## config.mk

```make
export PLATFORM = sky130hd
export DESIGN_NAME = scopi_cpu_end_flat
export DESIGN_NICKNAME = d
export VERILOG_FILES = /design/src/hdl/scopi_pkg.sv /design/src/hdl/scopi_if.sv /design/src/hdl/scopi_cpu_end.sv /design/src/flat_wrapper.sv
export SDC_FILE = /design/constraint.sdc
export NUM_CORES = 1
export LEC_CHECK = 0
export BUFFER_PORTS_ARGS = -buffer_cell sky130_fd_sc_hd__buf_2
export CAP_MARGIN = 25
export CORE_MARGIN = 2
export CORE_UTILIZATION = 35
export CTS_CLUSTER_DIAMETER = 120
export DETAILED_ROUTE_END_ITERATION = 16
export PLACE_DENSITY_LB_ADDON = 0.05
export SETUP_SLACK_MARGIN = 0.2
export SYNTH_ARGS = -nofsm -noshare
export SYNTH_HDL_FRONTEND = slang
export SYNTH_SLANG_ARGS = --single-unit
```

## constraint.sdc

```tcl
create_clock -name CLK -period 1.8 [get_ports CLK]
set_input_delay 0.36 -clock CLK [delete_from_list [all_inputs] [get_ports CLK]]
set_output_delay 0.36 -clock CLK [all_outputs]
set_load 0.01 [all_outputs]
```

## src/hdl/scopi_pkg.sv

```systemverilog
// shared constants and types for the soft cpu output port interface
package scopi_pkg;
  localparam int SCOPI_DATA_W = 8;
  localparam int SCOPI_ADDR_W = 8;
  localparam int SCOPI_KADDR_W = 4;
  localparam int SCOPI_INSTR_CYCLES = 2;
  localparam logic [7:0] SCOPI_DATA_RST = 8'h00;
  localparam logic [7:0] SCOPI_ADDR_RST = 8'h00;
  localparam logic [7:0] SCOPI_GEN_PORT_DEF = 8'h20;
  localparam logic [3:0] SCOPI_K_PORT_DEF = 4'h8;
  localparam logic [3:0] SCOPI_KADDR_HI_FILL = 4'h0;

  typedef enum logic [3:0] {
    SCOPI_OP_OTHER = 4'b0001,
    SCOPI_OP_OUT_DIRECT = 4'b0010,
    SCOPI_OP_OUT_INDIRECT = 4'b0100,
    SCOPI_OP_OUT_CONST = 4'b1000
  } scopi_op_t;

  typedef enum logic [2:0] {
    SCOPI_ST_IDLE = 3'b001,
    SCOPI_ST_PRESENT = 3'b010,
    SCOPI_ST_STROBE = 3'b100
  } scopi_state_t;
endpackage : scopi_pkg

```

## src/hdl/scopi_if.sv

```systemverilog
// port bus between the processor output side and the user fabric
`timescale 1ns/1ns
interface scopi_if;
  import scopi_pkg::*;
  logic [SCOPI_DATA_W-1:0] out_data;
  logic [SCOPI_ADDR_W-1:0] port_address_bus;
  logic write_strobe;
  logic k_write_strobe;

  modport cpu (
    output out_data,
    output port_address_bus,
    output write_strobe,
    output k_write_strobe
  );

  modport fabric (
    input out_data,
    input port_address_bus,
    input write_strobe,
    input k_write_strobe
  );
endinterface : scopi_if

```

## src/hdl/scopi_cpu_end.sv

```systemverilog
// processor end: executes output instructions onto the port bus
`timescale 1ns/1ns
module scopi_cpu_end (
  input wire logic CLK,
  input wire logic SYS_RST,
  input wire logic INSTR_VALID,
  output logic INSTR_READY,
  input wire scopi_pkg::scopi_op_t INSTR_OP,
  input wire logic [7:0] IMMEDIATE_PORT_ADDRESS,
  input wire logic [7:0] IMMEDIATE_CONSTANT,
  input wire logic [7:0] SOURCE_REGISTER,
  input wire logic [7:0] ADDRESS_REGISTER,
  output logic BUSY,
  scopi_if.cpu PORT
);
  import scopi_pkg::*;

  scopi_state_t state_r;
  scopi_state_t state_nxt;
  scopi_op_t op_r;
  scopi_op_t op_nxt;
  logic [7:0] data_r;
  logic [7:0] data_nxt;
  logic [7:0] addr_r;
  logic [7:0] addr_nxt;
  logic wstb_r;
  logic wstb_nxt;
  logic kstb_r;
  logic kstb_nxt;
  logic take;
  logic gen_kind;
  logic k_kind;

  // a new instruction is taken no earlier than the end of the previous one's second cycle
  assign INSTR_READY = (state_r != SCOPI_ST_PRESENT);
  assign take = INSTR_VALID && INSTR_READY;

  // two states per instruction give the fixed two-cycle instruction time
  always_comb begin
    state_nxt = state_r;
    unique case (state_r)
      SCOPI_ST_IDLE: begin
        // the first offer may come on the first edge after reset
        if (take) begin
          state_nxt = SCOPI_ST_PRESENT;
        end
      end
      SCOPI_ST_PRESENT: begin
        // no offer is taken here, so two instructions never overlap
        state_nxt = SCOPI_ST_STROBE;
      end
      SCOPI_ST_STROBE: begin
        // a take in the strobe cycle starts the next instruction back to back
        if (take) begin
          state_nxt = SCOPI_ST_PRESENT;
        end else begin
          state_nxt = SCOPI_ST_IDLE;
        end
      end
      default: begin
        state_nxt = SCOPI_ST_IDLE;
      end
    endcase
  end

  always_ff @(posedge CLK) begin
    if (SYS_RST) begin
      state_r <= SCOPI_ST_IDLE;
    end else begin
      state_r <= state_nxt;
    end
  end

  // the kind of instruction under way decides which strobe, if any, follows
  always_comb begin
    op_nxt = op_r;
    if (take) begin
      op_nxt = INSTR_OP;
    end
  end

  always_ff @(posedge CLK) begin
    if (SYS_RST) begin
      op_r <= SCOPI_OP_OTHER;
    end else begin
      op_r <= op_nxt;
    end
  end

  // data stands from one take to the next, whatever the instruction
  always_comb begin
    data_nxt = data_r;
    if (take) begin
      unique case (INSTR_OP)
        SCOPI_OP_OUT_DIRECT: begin
          data_nxt = SOURCE_REGISTER;
        end
        SCOPI_OP_OUT_INDIRECT: begin
          data_nxt = SOURCE_REGISTER;
        end
        SCOPI_OP_OUT_CONST: begin
          data_nxt = IMMEDIATE_CONSTANT;
        end
        default: begin
          // other instructions leave their operand on the bus
          data_nxt = SOURCE_REGISTER;
        end
      endcase
    end
  end

  always_ff @(posedge CLK) begin
    if (SYS_RST) begin
      data_r <= SCOPI_DATA_RST;
    end else begin
      data_r <= data_nxt;
    end
  end

  // the address is held over both cycles so the fabric has two to decode it
  always_comb begin
    addr_nxt = addr_r;
    if (take) begin
      unique case (INSTR_OP)
        SCOPI_OP_OUT_DIRECT: begin
          addr_nxt = IMMEDIATE_PORT_ADDRESS;
        end
        SCOPI_OP_OUT_INDIRECT: begin
          // read at the take, so a later change of that register is not seen
          addr_nxt = ADDRESS_REGISTER;
        end
        SCOPI_OP_OUT_CONST: begin
          // upper nibble is undefined to the fabric; zero keeps it quiet
          addr_nxt = {SCOPI_KADDR_HI_FILL, IMMEDIATE_PORT_ADDRESS[3:0]};
        end
        default: begin
          addr_nxt = IMMEDIATE_PORT_ADDRESS;
        end
      endcase
    end
  end

  always_ff @(posedge CLK) begin
    if (SYS_RST) begin
      addr_r <= SCOPI_ADDR_RST;
    end else begin
      addr_r <= addr_nxt;
    end
  end

  // decoded once so both strobe groups read the same instruction kind
  assign gen_kind = (op_r == SCOPI_OP_OUT_DIRECT) || (op_r == SCOPI_OP_OUT_INDIRECT);
  assign k_kind = (op_r == SCOPI_OP_OUT_CONST);

  // strobe in the second cycle gives the fabric a full cycle of stable address
  always_comb begin
    wstb_nxt = 1'b0;
    if (state_r == SCOPI_ST_PRESENT) begin
      wstb_nxt = gen_kind;
    end
  end

  always_ff @(posedge CLK) begin
    if (SYS_RST) begin
      wstb_r <= 1'b0;
    end else begin
      wstb_r <= wstb_nxt;
    end
  end

  // the two kinds are exclusive, so the two strobes can never meet
  always_comb begin
    kstb_nxt = 1'b0;
    if (state_r == SCOPI_ST_PRESENT) begin
      kstb_nxt = k_kind;
    end
  end

  always_ff @(posedge CLK) begin
    if (SYS_RST) begin
      kstb_r <= 1'b0;
    end else begin
      kstb_r <= kstb_nxt;
    end
  end

  // this end holds no register file or flags, so a constant output alters none
  assign BUSY = (state_r == SCOPI_ST_PRESENT);
  assign PORT.out_data = data_r;
  assign PORT.port_address_bus = addr_r;
  assign PORT.write_strobe = wstb_r;
  assign PORT.k_write_strobe = kstb_r;
endmodule : scopi_cpu_end

```

## src/flat_wrapper.sv

```systemverilog
// flat-port wrapper written by rule: the top's interface ports become plain ports
module scopi_cpu_end_flat import scopi_pkg::*;
  (CLK, SYS_RST, INSTR_VALID, INSTR_READY, INSTR_OP, IMMEDIATE_PORT_ADDRESS, IMMEDIATE_CONSTANT, SOURCE_REGISTER, ADDRESS_REGISTER, BUSY, PORT_out_data, PORT_port_address_bus, PORT_write_strobe, PORT_k_write_strobe);
  scopi_if PORT_i ();
  input wire logic CLK;
  input wire logic SYS_RST;
  input wire logic INSTR_VALID;
  output logic INSTR_READY;
  input wire scopi_pkg::scopi_op_t INSTR_OP;
  input wire logic [7:0] IMMEDIATE_PORT_ADDRESS;
  input wire logic [7:0] IMMEDIATE_CONSTANT;
  input wire logic [7:0] SOURCE_REGISTER;
  input wire logic [7:0] ADDRESS_REGISTER;
  output logic BUSY;
  output wire logic [$bits(PORT_i.out_data)-1:0] PORT_out_data;
  output wire logic [$bits(PORT_i.port_address_bus)-1:0] PORT_port_address_bus;
  output wire logic [$bits(PORT_i.write_strobe)-1:0] PORT_write_strobe;
  output wire logic [$bits(PORT_i.k_write_strobe)-1:0] PORT_k_write_strobe;
  assign PORT_out_data = PORT_i.out_data;
  assign PORT_port_address_bus = PORT_i.port_address_bus;
  assign PORT_write_strobe = PORT_i.write_strobe;
  assign PORT_k_write_strobe = PORT_i.k_write_strobe;
  scopi_cpu_end u_core (.CLK(CLK), .SYS_RST(SYS_RST), .INSTR_VALID(INSTR_VALID), .INSTR_READY(INSTR_READY), .INSTR_OP(INSTR_OP), .IMMEDIATE_PORT_ADDRESS(IMMEDIATE_PORT_ADDRESS), .IMMEDIATE_CONSTANT(IMMEDIATE_CONSTANT), .SOURCE_REGISTER(SOURCE_REGISTER), .ADDRESS_REGISTER(ADDRESS_REGISTER), .BUSY(BUSY), .PORT(PORT_i));
endmodule
```

==> results of run 1 <==
==> through the flow <==
| step | cells | setup WS [ns] |
|---|---|---|
| final | 235 | 0.1021 |
| after global routing | 235 | 0.05104 |
| after CTS | 234 | 0.09354 |
| after detailed placement | 225 | 0.09122 |
| after global placement | 225 | 0.1740 |
| after floorplan | 128 | 0.3494 |
==> worst max-delay path by stage <==
stage	from	slack [ns]	end
final	u_core.state_r[0]	0.10	INSTR_READY
after global routing	u_core.state_r[0]	0.05	INSTR_READY
after CTS	u_core.state_r[2]	0.09	INSTR_READY
after detailed placement	u_core.state_r[2]	0.09	u_core.PORT.out_data[5]
after global placement	u_core.state_r[2]	0.17	u_core.PORT.port_address_bus[5]
after floorplan	u_core.state_r[0]	0.35	u_core.PORT.k_write_strobe
==> area by class of cell <==
cell class              instances  area (um^2)
flip-flops and latches         25        504.2
repair buffers                 68        384.1
multi-input cells              91        595.6
inverters                       3        13.76
well taps                      44        55.05
clock buffers                   4        26.28
fillers                       319         1474
==> report_power, final <==
part	internal (uW)	leakage [uW]	switching, uW
Sequential	593	0.000207	20.8
Clock	86.6	0.0000150	160
Combinational	113	0.000475	117
==> kinds of logic (layout without fill, tap and decap cells) <==
group | after synthesis | in the layout | share of synthesized area, %
XOR/XNOR | 3 | 3 | 2.331
buffers and inverters | 12 | 75 | 4.218
multiplexers | 5 | 5 | 4.440
AND/OR/NAND/NOR | 38 | 38 | 19.53
AO/OA/AOI/OAI | 45 | 45 | 25.08
flip-flops | 25 | 25 | 44.40
==> registers in the layout, summed over array words and instances (netlist names) <==
signal / flops
u_core.PORT.port_address_bus: 8
u_core.state_r: 3
u_core.PORT.write_strobe: 1
u_core.PORT.out_data: 8
u_core.PORT.k_write_strobe: 1
u_core.op_r: 4
==> what timing repair did <==
item / 4_1_cts / 5_1_grt
setup endpoints to repair: 19 / 15
buffers inserted: 5 / 1
gates resized for setup: 5 / 3
pin swaps: 2 / 1
==> placed cells by master, fill, tap and decap left out, types with 3 or more instances in the layout <==
cell type | Yosys | final
sky130_fd_sc_hd__buf_2 | 2 | 57
sky130_fd_sc_hd__dfxtp_1 | 25 | 22
sky130_fd_sc_hd__nand2_1 | 21 | 21
sky130_fd_sc_hd__a21oi_1 | 19 | 19
sky130_fd_sc_hd__a311oi_1 | 12 | 12
sky130_fd_sc_hd__o21ai_0 | 9 | 9
sky130_fd_sc_hd__buf_4 | 0 | 9
sky130_fd_sc_hd__nand3_1 | 5 | 5
sky130_fd_sc_hd__mux2i_1 | 5 | 5
sky130_fd_sc_hd__a211oi_1 | 4 | 4
sky130_fd_sc_hd__xnor2_1 | 3 | 3
sky130_fd_sc_hd__clkbuf_4 | 0 | 3
sky130_fd_sc_hd__dfxtp_2 | 0 | 3
==> critical path, cell delays in order (launching register included) <==
cell and delay [ns]:
sky130_fd_sc_hd__dfxtp_2 0.34, sky130_fd_sc_hd__or3b_4 0.43, sky130_fd_sc_hd__buf_12 0.14, sky130_fd_sc_hd__buf_6 0.11
==> routing by layer <==
| metal | track usage [%] | vias up | routed length (um) |
|---|---|---|---|
| met4 | 6.522 | 0 | 19 |
| met2 | 27.96 | 43 | 1391 |
| li1 | - | 596 | - |
| met1 | 23.50 | 539 | 1407 |
| met5 | 0 | - | 0 |
| met3 | 3.198 | 2 | 204 |
==> impl_metrics.csv, run 1 <==
group,metric,value,unit
timing,clock_skew,0.005304,ns
timing,max_slew_margin,70.81,%
pwr,fin_total_pwr,1091,uW
synthesis,syn_area_per_cell,8.807,um^2
pwr,irDropWorstVdd,314.4,uV
routing,route.detailed.wl_per_inst,12.86,um
timing,setup_violations,0,
layout,num_antenna_cells,0,
synthesis,yosys.cell_count.top_type,"sky130_fd_sc_hd__dfxtp_1",
synthesis,postSynthNetCount,167,
synthesis,synth.distinct_cells,24,
synthesis,mapped_area,0.001127,mm^2
run_status,outcome,"completed",
critical_path,cp_max_fo,3,
synthesis,synthTopCellsByCount,"sky130_fd_sc_hd__dfxtp_1 (25), sky130_fd_sc_hd__nand2_1 (21), sky130_fd_sc_hd__a21oi_1 (19)",
global_routing,leftover_overflow_at_the_end_of_global_routing,0,
place,detailedPlacementHpwl,2.114,mm
synthesis,yosys_most_used_dff,"sky130_fd_sc_hd__dfxtp_1",
critical_path,reg_to_reg_endpoint,"u_core.PORT.k_write_strobe",
die,start_util,36.93,%
clocking,tritoncts_clock_tree,"done",
timing,fin_crit_sh,94.33,%
timing,setup_repair_after_global_routing_missed_its_margin,"true",
synthesis,yosys_warnings,0,
layout,final_util,51.72,%
hold_path,hold_path_depth,3,
timing,timing.fmax,588.9,MHz
clocking,clock_sink_count,25,
synthesis,synth_area_leader_cell,"sky130_fd_sc_hd__dfxtp_1",
synthesis,synthDominantCellAreaShare,44.40,%
place,placed_area,0.001479,mm^2
critical_path,critical_path.reg2reg.startpoint,"u_core.state_r[0]",
routing,dr.first_iter.drc_count,47,
layout,drive_gt1_share,42.93,%
hold_path,worstHoldStart,"IMMEDIATE_CONSTANT[7]",
routing,dr_total_vias,1180,
hold_path,min_delay_worst_endpoint,"u_core.PORT.out_data[7]",
hold_path,min-delay-path-class,"in2reg",
global_routing,global_route_wire_length_before_repair,4.843,mm
pwr,power_density,691.1,mW/mm^2
die,die_area,0.003691,mm^2
die,std_cell_rows,20,
critical_path,worstRegToRegCells,4,
die,die_width,60.76,um
layout,fin_nets,231,
synthesis,synth-edff-count,0,
timing,finalSetupTns,0,ns
critical_path,setup.worst_path.end_class,"output port",
synthesis,seq_area_frac_synth,44.40,%
place,gp_congestion,0.8175,
global_routing,initial_antenna_violation_count,0,
die,coreArea,0.003053,mm^2
place,io_buf_count,58,
clocking,clock_path_buffers,2,
timing,final_hold_violating_endpoints,0,
global_routing,track_usage,17.47,%
die,fp.dieH,60.76,um
layout,final_cell_area,0.001579,mm^2
synthesis,ys_async_sr_fraction,0,%
global_routing,grt_start_max_net_pins,24,
critical_path,setup.reg_to_reg.worst_slack,0.23,ns
global_routing,vias_in_the_first_global_route,1118,
clocking,cts_buffers,3,
timing,timing_worst_slew_pin_value,0.4379,ns
critical_path,critical_path_arrival,1.34,ns
critical_path,timing.critical_path.required,1.44,ns
clocking,htreeDepth,1,
clocking,cts_hold_repair.buffers,0,
layout,area_growth_syn_to_layout,40.07,%
critical_path,worst-setup-path-type,"reg2out",
clocking,clock_network_latency_to_the_later_pin_of_the_worst_skew_pair,0.31,ns
timing,hold_ws,0.2928,ns
routing,drt.antenna.violating_nets,0,
routing,detail_route.drc_violations,0,
critical_path,crit_path_start_kind,"flip-flop",
routing,firstDrtPassIters,4,
timing,final_max_slew_viol_count,0,
synthesis,synth_cells,128,
clocking,cts.root.buffer_cell,"sky130_fd_sc_hd__clkbuf_4",
routing,detail_route.vias_per_cell,5.021,
routing,routed_wl,3.022,mm
timing,post-route-min-period,1.698,ns
die,boundaryPins,59,
pwr,p_leak,0.0006970,uW
synthesis,postSynthRegisterBits,25,
synthesis,synth_area_leaders,"sky130_fd_sc_hd__dfxtp_1 (44%), sky130_fd_sc_hd__a311oi_1 (9.3%), sky130_fd_sc_hd__a21oi_1 (8.4%)",
run,maxCapViolations,0,
clocking,cts.reportedPaths.clkPinSlew,0.13,ns
No activity file was read; power rests on OpenSTA's default activity.
==> inputs of run 2 (changes only) <==
SETUP_SLACK_MARGIN = 0.02   (was 0.2)
==> impl_metrics.csv, run 2 (same netlist as run 1, synthesis figures left out) <==
group,metric,value,unit
timing,final_max_slew_viol_count,0,
clocking,clock_path_buffers,2,
timing,setup_repair_after_global_routing_missed_its_margin,"false",
routing,route.detailed.wl_per_inst,12.95,um
layout,drive_gt1_share,42.93,%
global_routing,leftover_overflow_at_the_end_of_global_routing,0,
global_routing,global_route_wire_length_before_repair,4.830,mm
routing,detail_route.vias_per_cell,5.068,
layout,num_antenna_cells,0,
pwr,irDropWorstVdd,314.2,uV
critical_path,crit_path_cell_trace,"or3b_4 > buf_12 > buf_2",
critical_path,cp_slowest_stage_delay,0.42,ns
timing,post-route-min-period,1.718,ns
hold_path,min-delay-path-class,"in2reg",
pwr,p_leak,0.0006909,uW
routing,firstDrtPassIters,5,
critical_path,reg_to_reg_endpoint,"u_core.PORT.k_write_strobe",
timing,timing.fmax,582.2,MHz
global_routing,vias_in_the_first_global_route,1111,
critical_path,critical_path.reg2reg.startpoint,"u_core.state_r[2]",
layout,fin_nets,231,
global_routing,grt_start_max_net_pins,24,
layout,filler_cell_count,325,
clocking,cts.root.buffer_cell,"sky130_fd_sc_hd__clkbuf_4",
critical_path,cpMaxStageDelayCell,"sky130_fd_sc_hd__or3b_4",
clocking,clock_network_latency_to_the_later_pin_of_the_worst_skew_pair,0.32,ns
routing,detail_route.drc_violations,0,
die,fp.dieH,60.76,um
timing,fin_crit_sh,95.43,%
clocking,cts_hold_repair.buffers,0,
layout,layout_commonest_cell,"sky130_fd_sc_hd__buf_2",
clocking,htreeDepth,1,
clocking,tritoncts_clock_tree,"done",
timing,finalSetupTns,0,ns
place,detailedPlacementHpwl,2.114,mm
timing,final_hold_violating_endpoints,0,
die,boundaryPins,59,
pwr,power_density,697.9,mW/mm^2
timing,clock_skew,0.007234,ns
global_routing,initial_antenna_violation_count,0,
critical_path,cp_max_fo,6,
layout,layout_common_cells,"sky130_fd_sc_hd__buf_2 (58), sky130_fd_sc_hd__dfxtp_1 (22), sky130_fd_sc_hd__nand2_1 (21)",
critical_path,timing.critical_path.required,1.44,ns
place,io_buf_count,58,
clocking,cts_buffers,3,
run,maxCapViolations,0,
clocking,clock_sink_count,25,
run_status,outcome,"completed",
die,start_util,36.93,%
layout,area_growth_syn_to_layout,38.07,%
timing,timing_worst_slew_pin_value,0.7192,ns
timing,setup_violations,0,
clocking,cts.reportedPaths.clkPinSlew,0.13,ns
critical_path,setup.reg_to_reg.worst_slack,0.19,ns
critical_path,worstRegToRegCells,4,
timing,hold_ws,0.2922,ns
routing,drt.antenna.violating_nets,0,
place,gp_congestion,0.8175,
die,std_cell_rows,20,
die,die_area,0.003691,mm^2
critical_path,worst-setup-path-type,"reg2out",
critical_path,critical_path.endpoint,"INSTR_READY",
routing,dr_total_vias,1191,
routing,routed_wl,3.044,mm
critical_path,crit_path_start_kind,"flip-flop",
critical_path,setup.worst_path.end_class,"output port",
critical_path,critPathLaunch,"u_core.state_r[2]",
die,coreArea,0.003053,mm^2
critical_path,critical_path_arrival,1.36,ns
global_routing,track_usage,17.38,%
die,die_width,60.76,um
routing,dr.first_iter.drc_count,34,
timing,max_slew_margin,52.00,%
==> run 2: cell types whose count changed in the layout (fill, tap and decap cells not counted) <==
cell / previous run / this run
sky130_fd_sc_hd__nor2_4: 1 / 0
sky130_fd_sc_hd__inv_2: 0 / 1
sky130_fd_sc_hd__buf_6: 1 / 0
sky130_fd_sc_hd__inv_4: 1 / 0
sky130_fd_sc_hd__buf_2: 57 / 58
sky130_fd_sc_hd__nor4b_2: 1 / 2
sky130_fd_sc_hd__nor2_2: 0 / 1
sky130_fd_sc_hd__nor4b_4: 2 / 1
==> run 2: per-layer routing <==
layer | wire [um] | part of all wire [%] | global-route usage [%] | up-vias
met5 | 0 | 0 | 0 | -
met4 | 19 | 0.62 | 6.522 | 0
met3 | 217 | 7.1 | 3.198 | 2
met2 | 1379 | 45 | 28.26 | 49
met1 | 1428 | 47 | 22.98 | 540
li1 | - | - | - | 600
==> run 2: final cells by class <==
type / instances / area, um^2 / share of cell area, %
Clock buffer: 4 / 26.28 / 1.688
Tap cell: 44 / 55.05 / 3.537
Multi-Input combinational cell: 91 / 581.8 / 37.38
Inverter: 3 / 11.26 / 0.7235
Sequential cell: 25 / 504.2 / 32.40
Timing Repair Buffer: 68 / 377.9 / 24.28
==> run 2: how the worst min path moves through the flow <==
stage,end,cells after the start,startpoint,slack (ns)
after floorplan,u_core.PORT.write_strobe,1,u_core.op_r[3],0.41
after global placement,u_core.PORT.write_strobe,1,u_core.op_r[3],0.43
after detailed placement,u_core.PORT.write_strobe,1,u_core.op_r[3],0.44
after CTS,u_core.PORT.port_address_bus[7],3,ADDRESS_REGISTER[7],0.28
after global routing,u_core.PORT.port_address_bus[7],3,ADDRESS_REGISTER[7],0.29
final,u_core.PORT.port_address_bus[7],3,ADDRESS_REGISTER[7],0.29
==> run 2: worst max-delay path, delay by kind of cell (launching register included) <==
| kind | cells | cell delay, ns |
|---|---|---|
| simple gates | 1 | 0.42 |
| flops | 1 | 0.35 |
| buf+inv | 2 | 0.28 |
==> run 2: what timing repair did <==
item / 4_1_cts / 5_1_grt
gates resized for setup: 4 / 0
pin swaps: 1 / 0
setup endpoints to repair: 2 / 1
hold endpoints to repair: 0 / 0
setup buffers: 2 / 4
==> run 2: where the power goes <==
part	switching, uW	internal [uW]
Sequential	21.3	593
Clock	162	86.6
Combinational	115	109
Total	298	789
==> run 2: per-stage QoR <==
stage                     cells  util (%)  area [um^2]  setup WS (ns)  power (uW)
final                       235     50.98         1556        0.08223        1086
after global routing        235     50.98         1556        0.02706        1151
after CTS                   231     50.00         1526        0.02082        1095
after detailed placement    225     48.44         1479        0.09122       840.7
after global placement      225     48.44         1479         0.1740       836.7
after floorplan             128         -         1127         0.3494       736.6
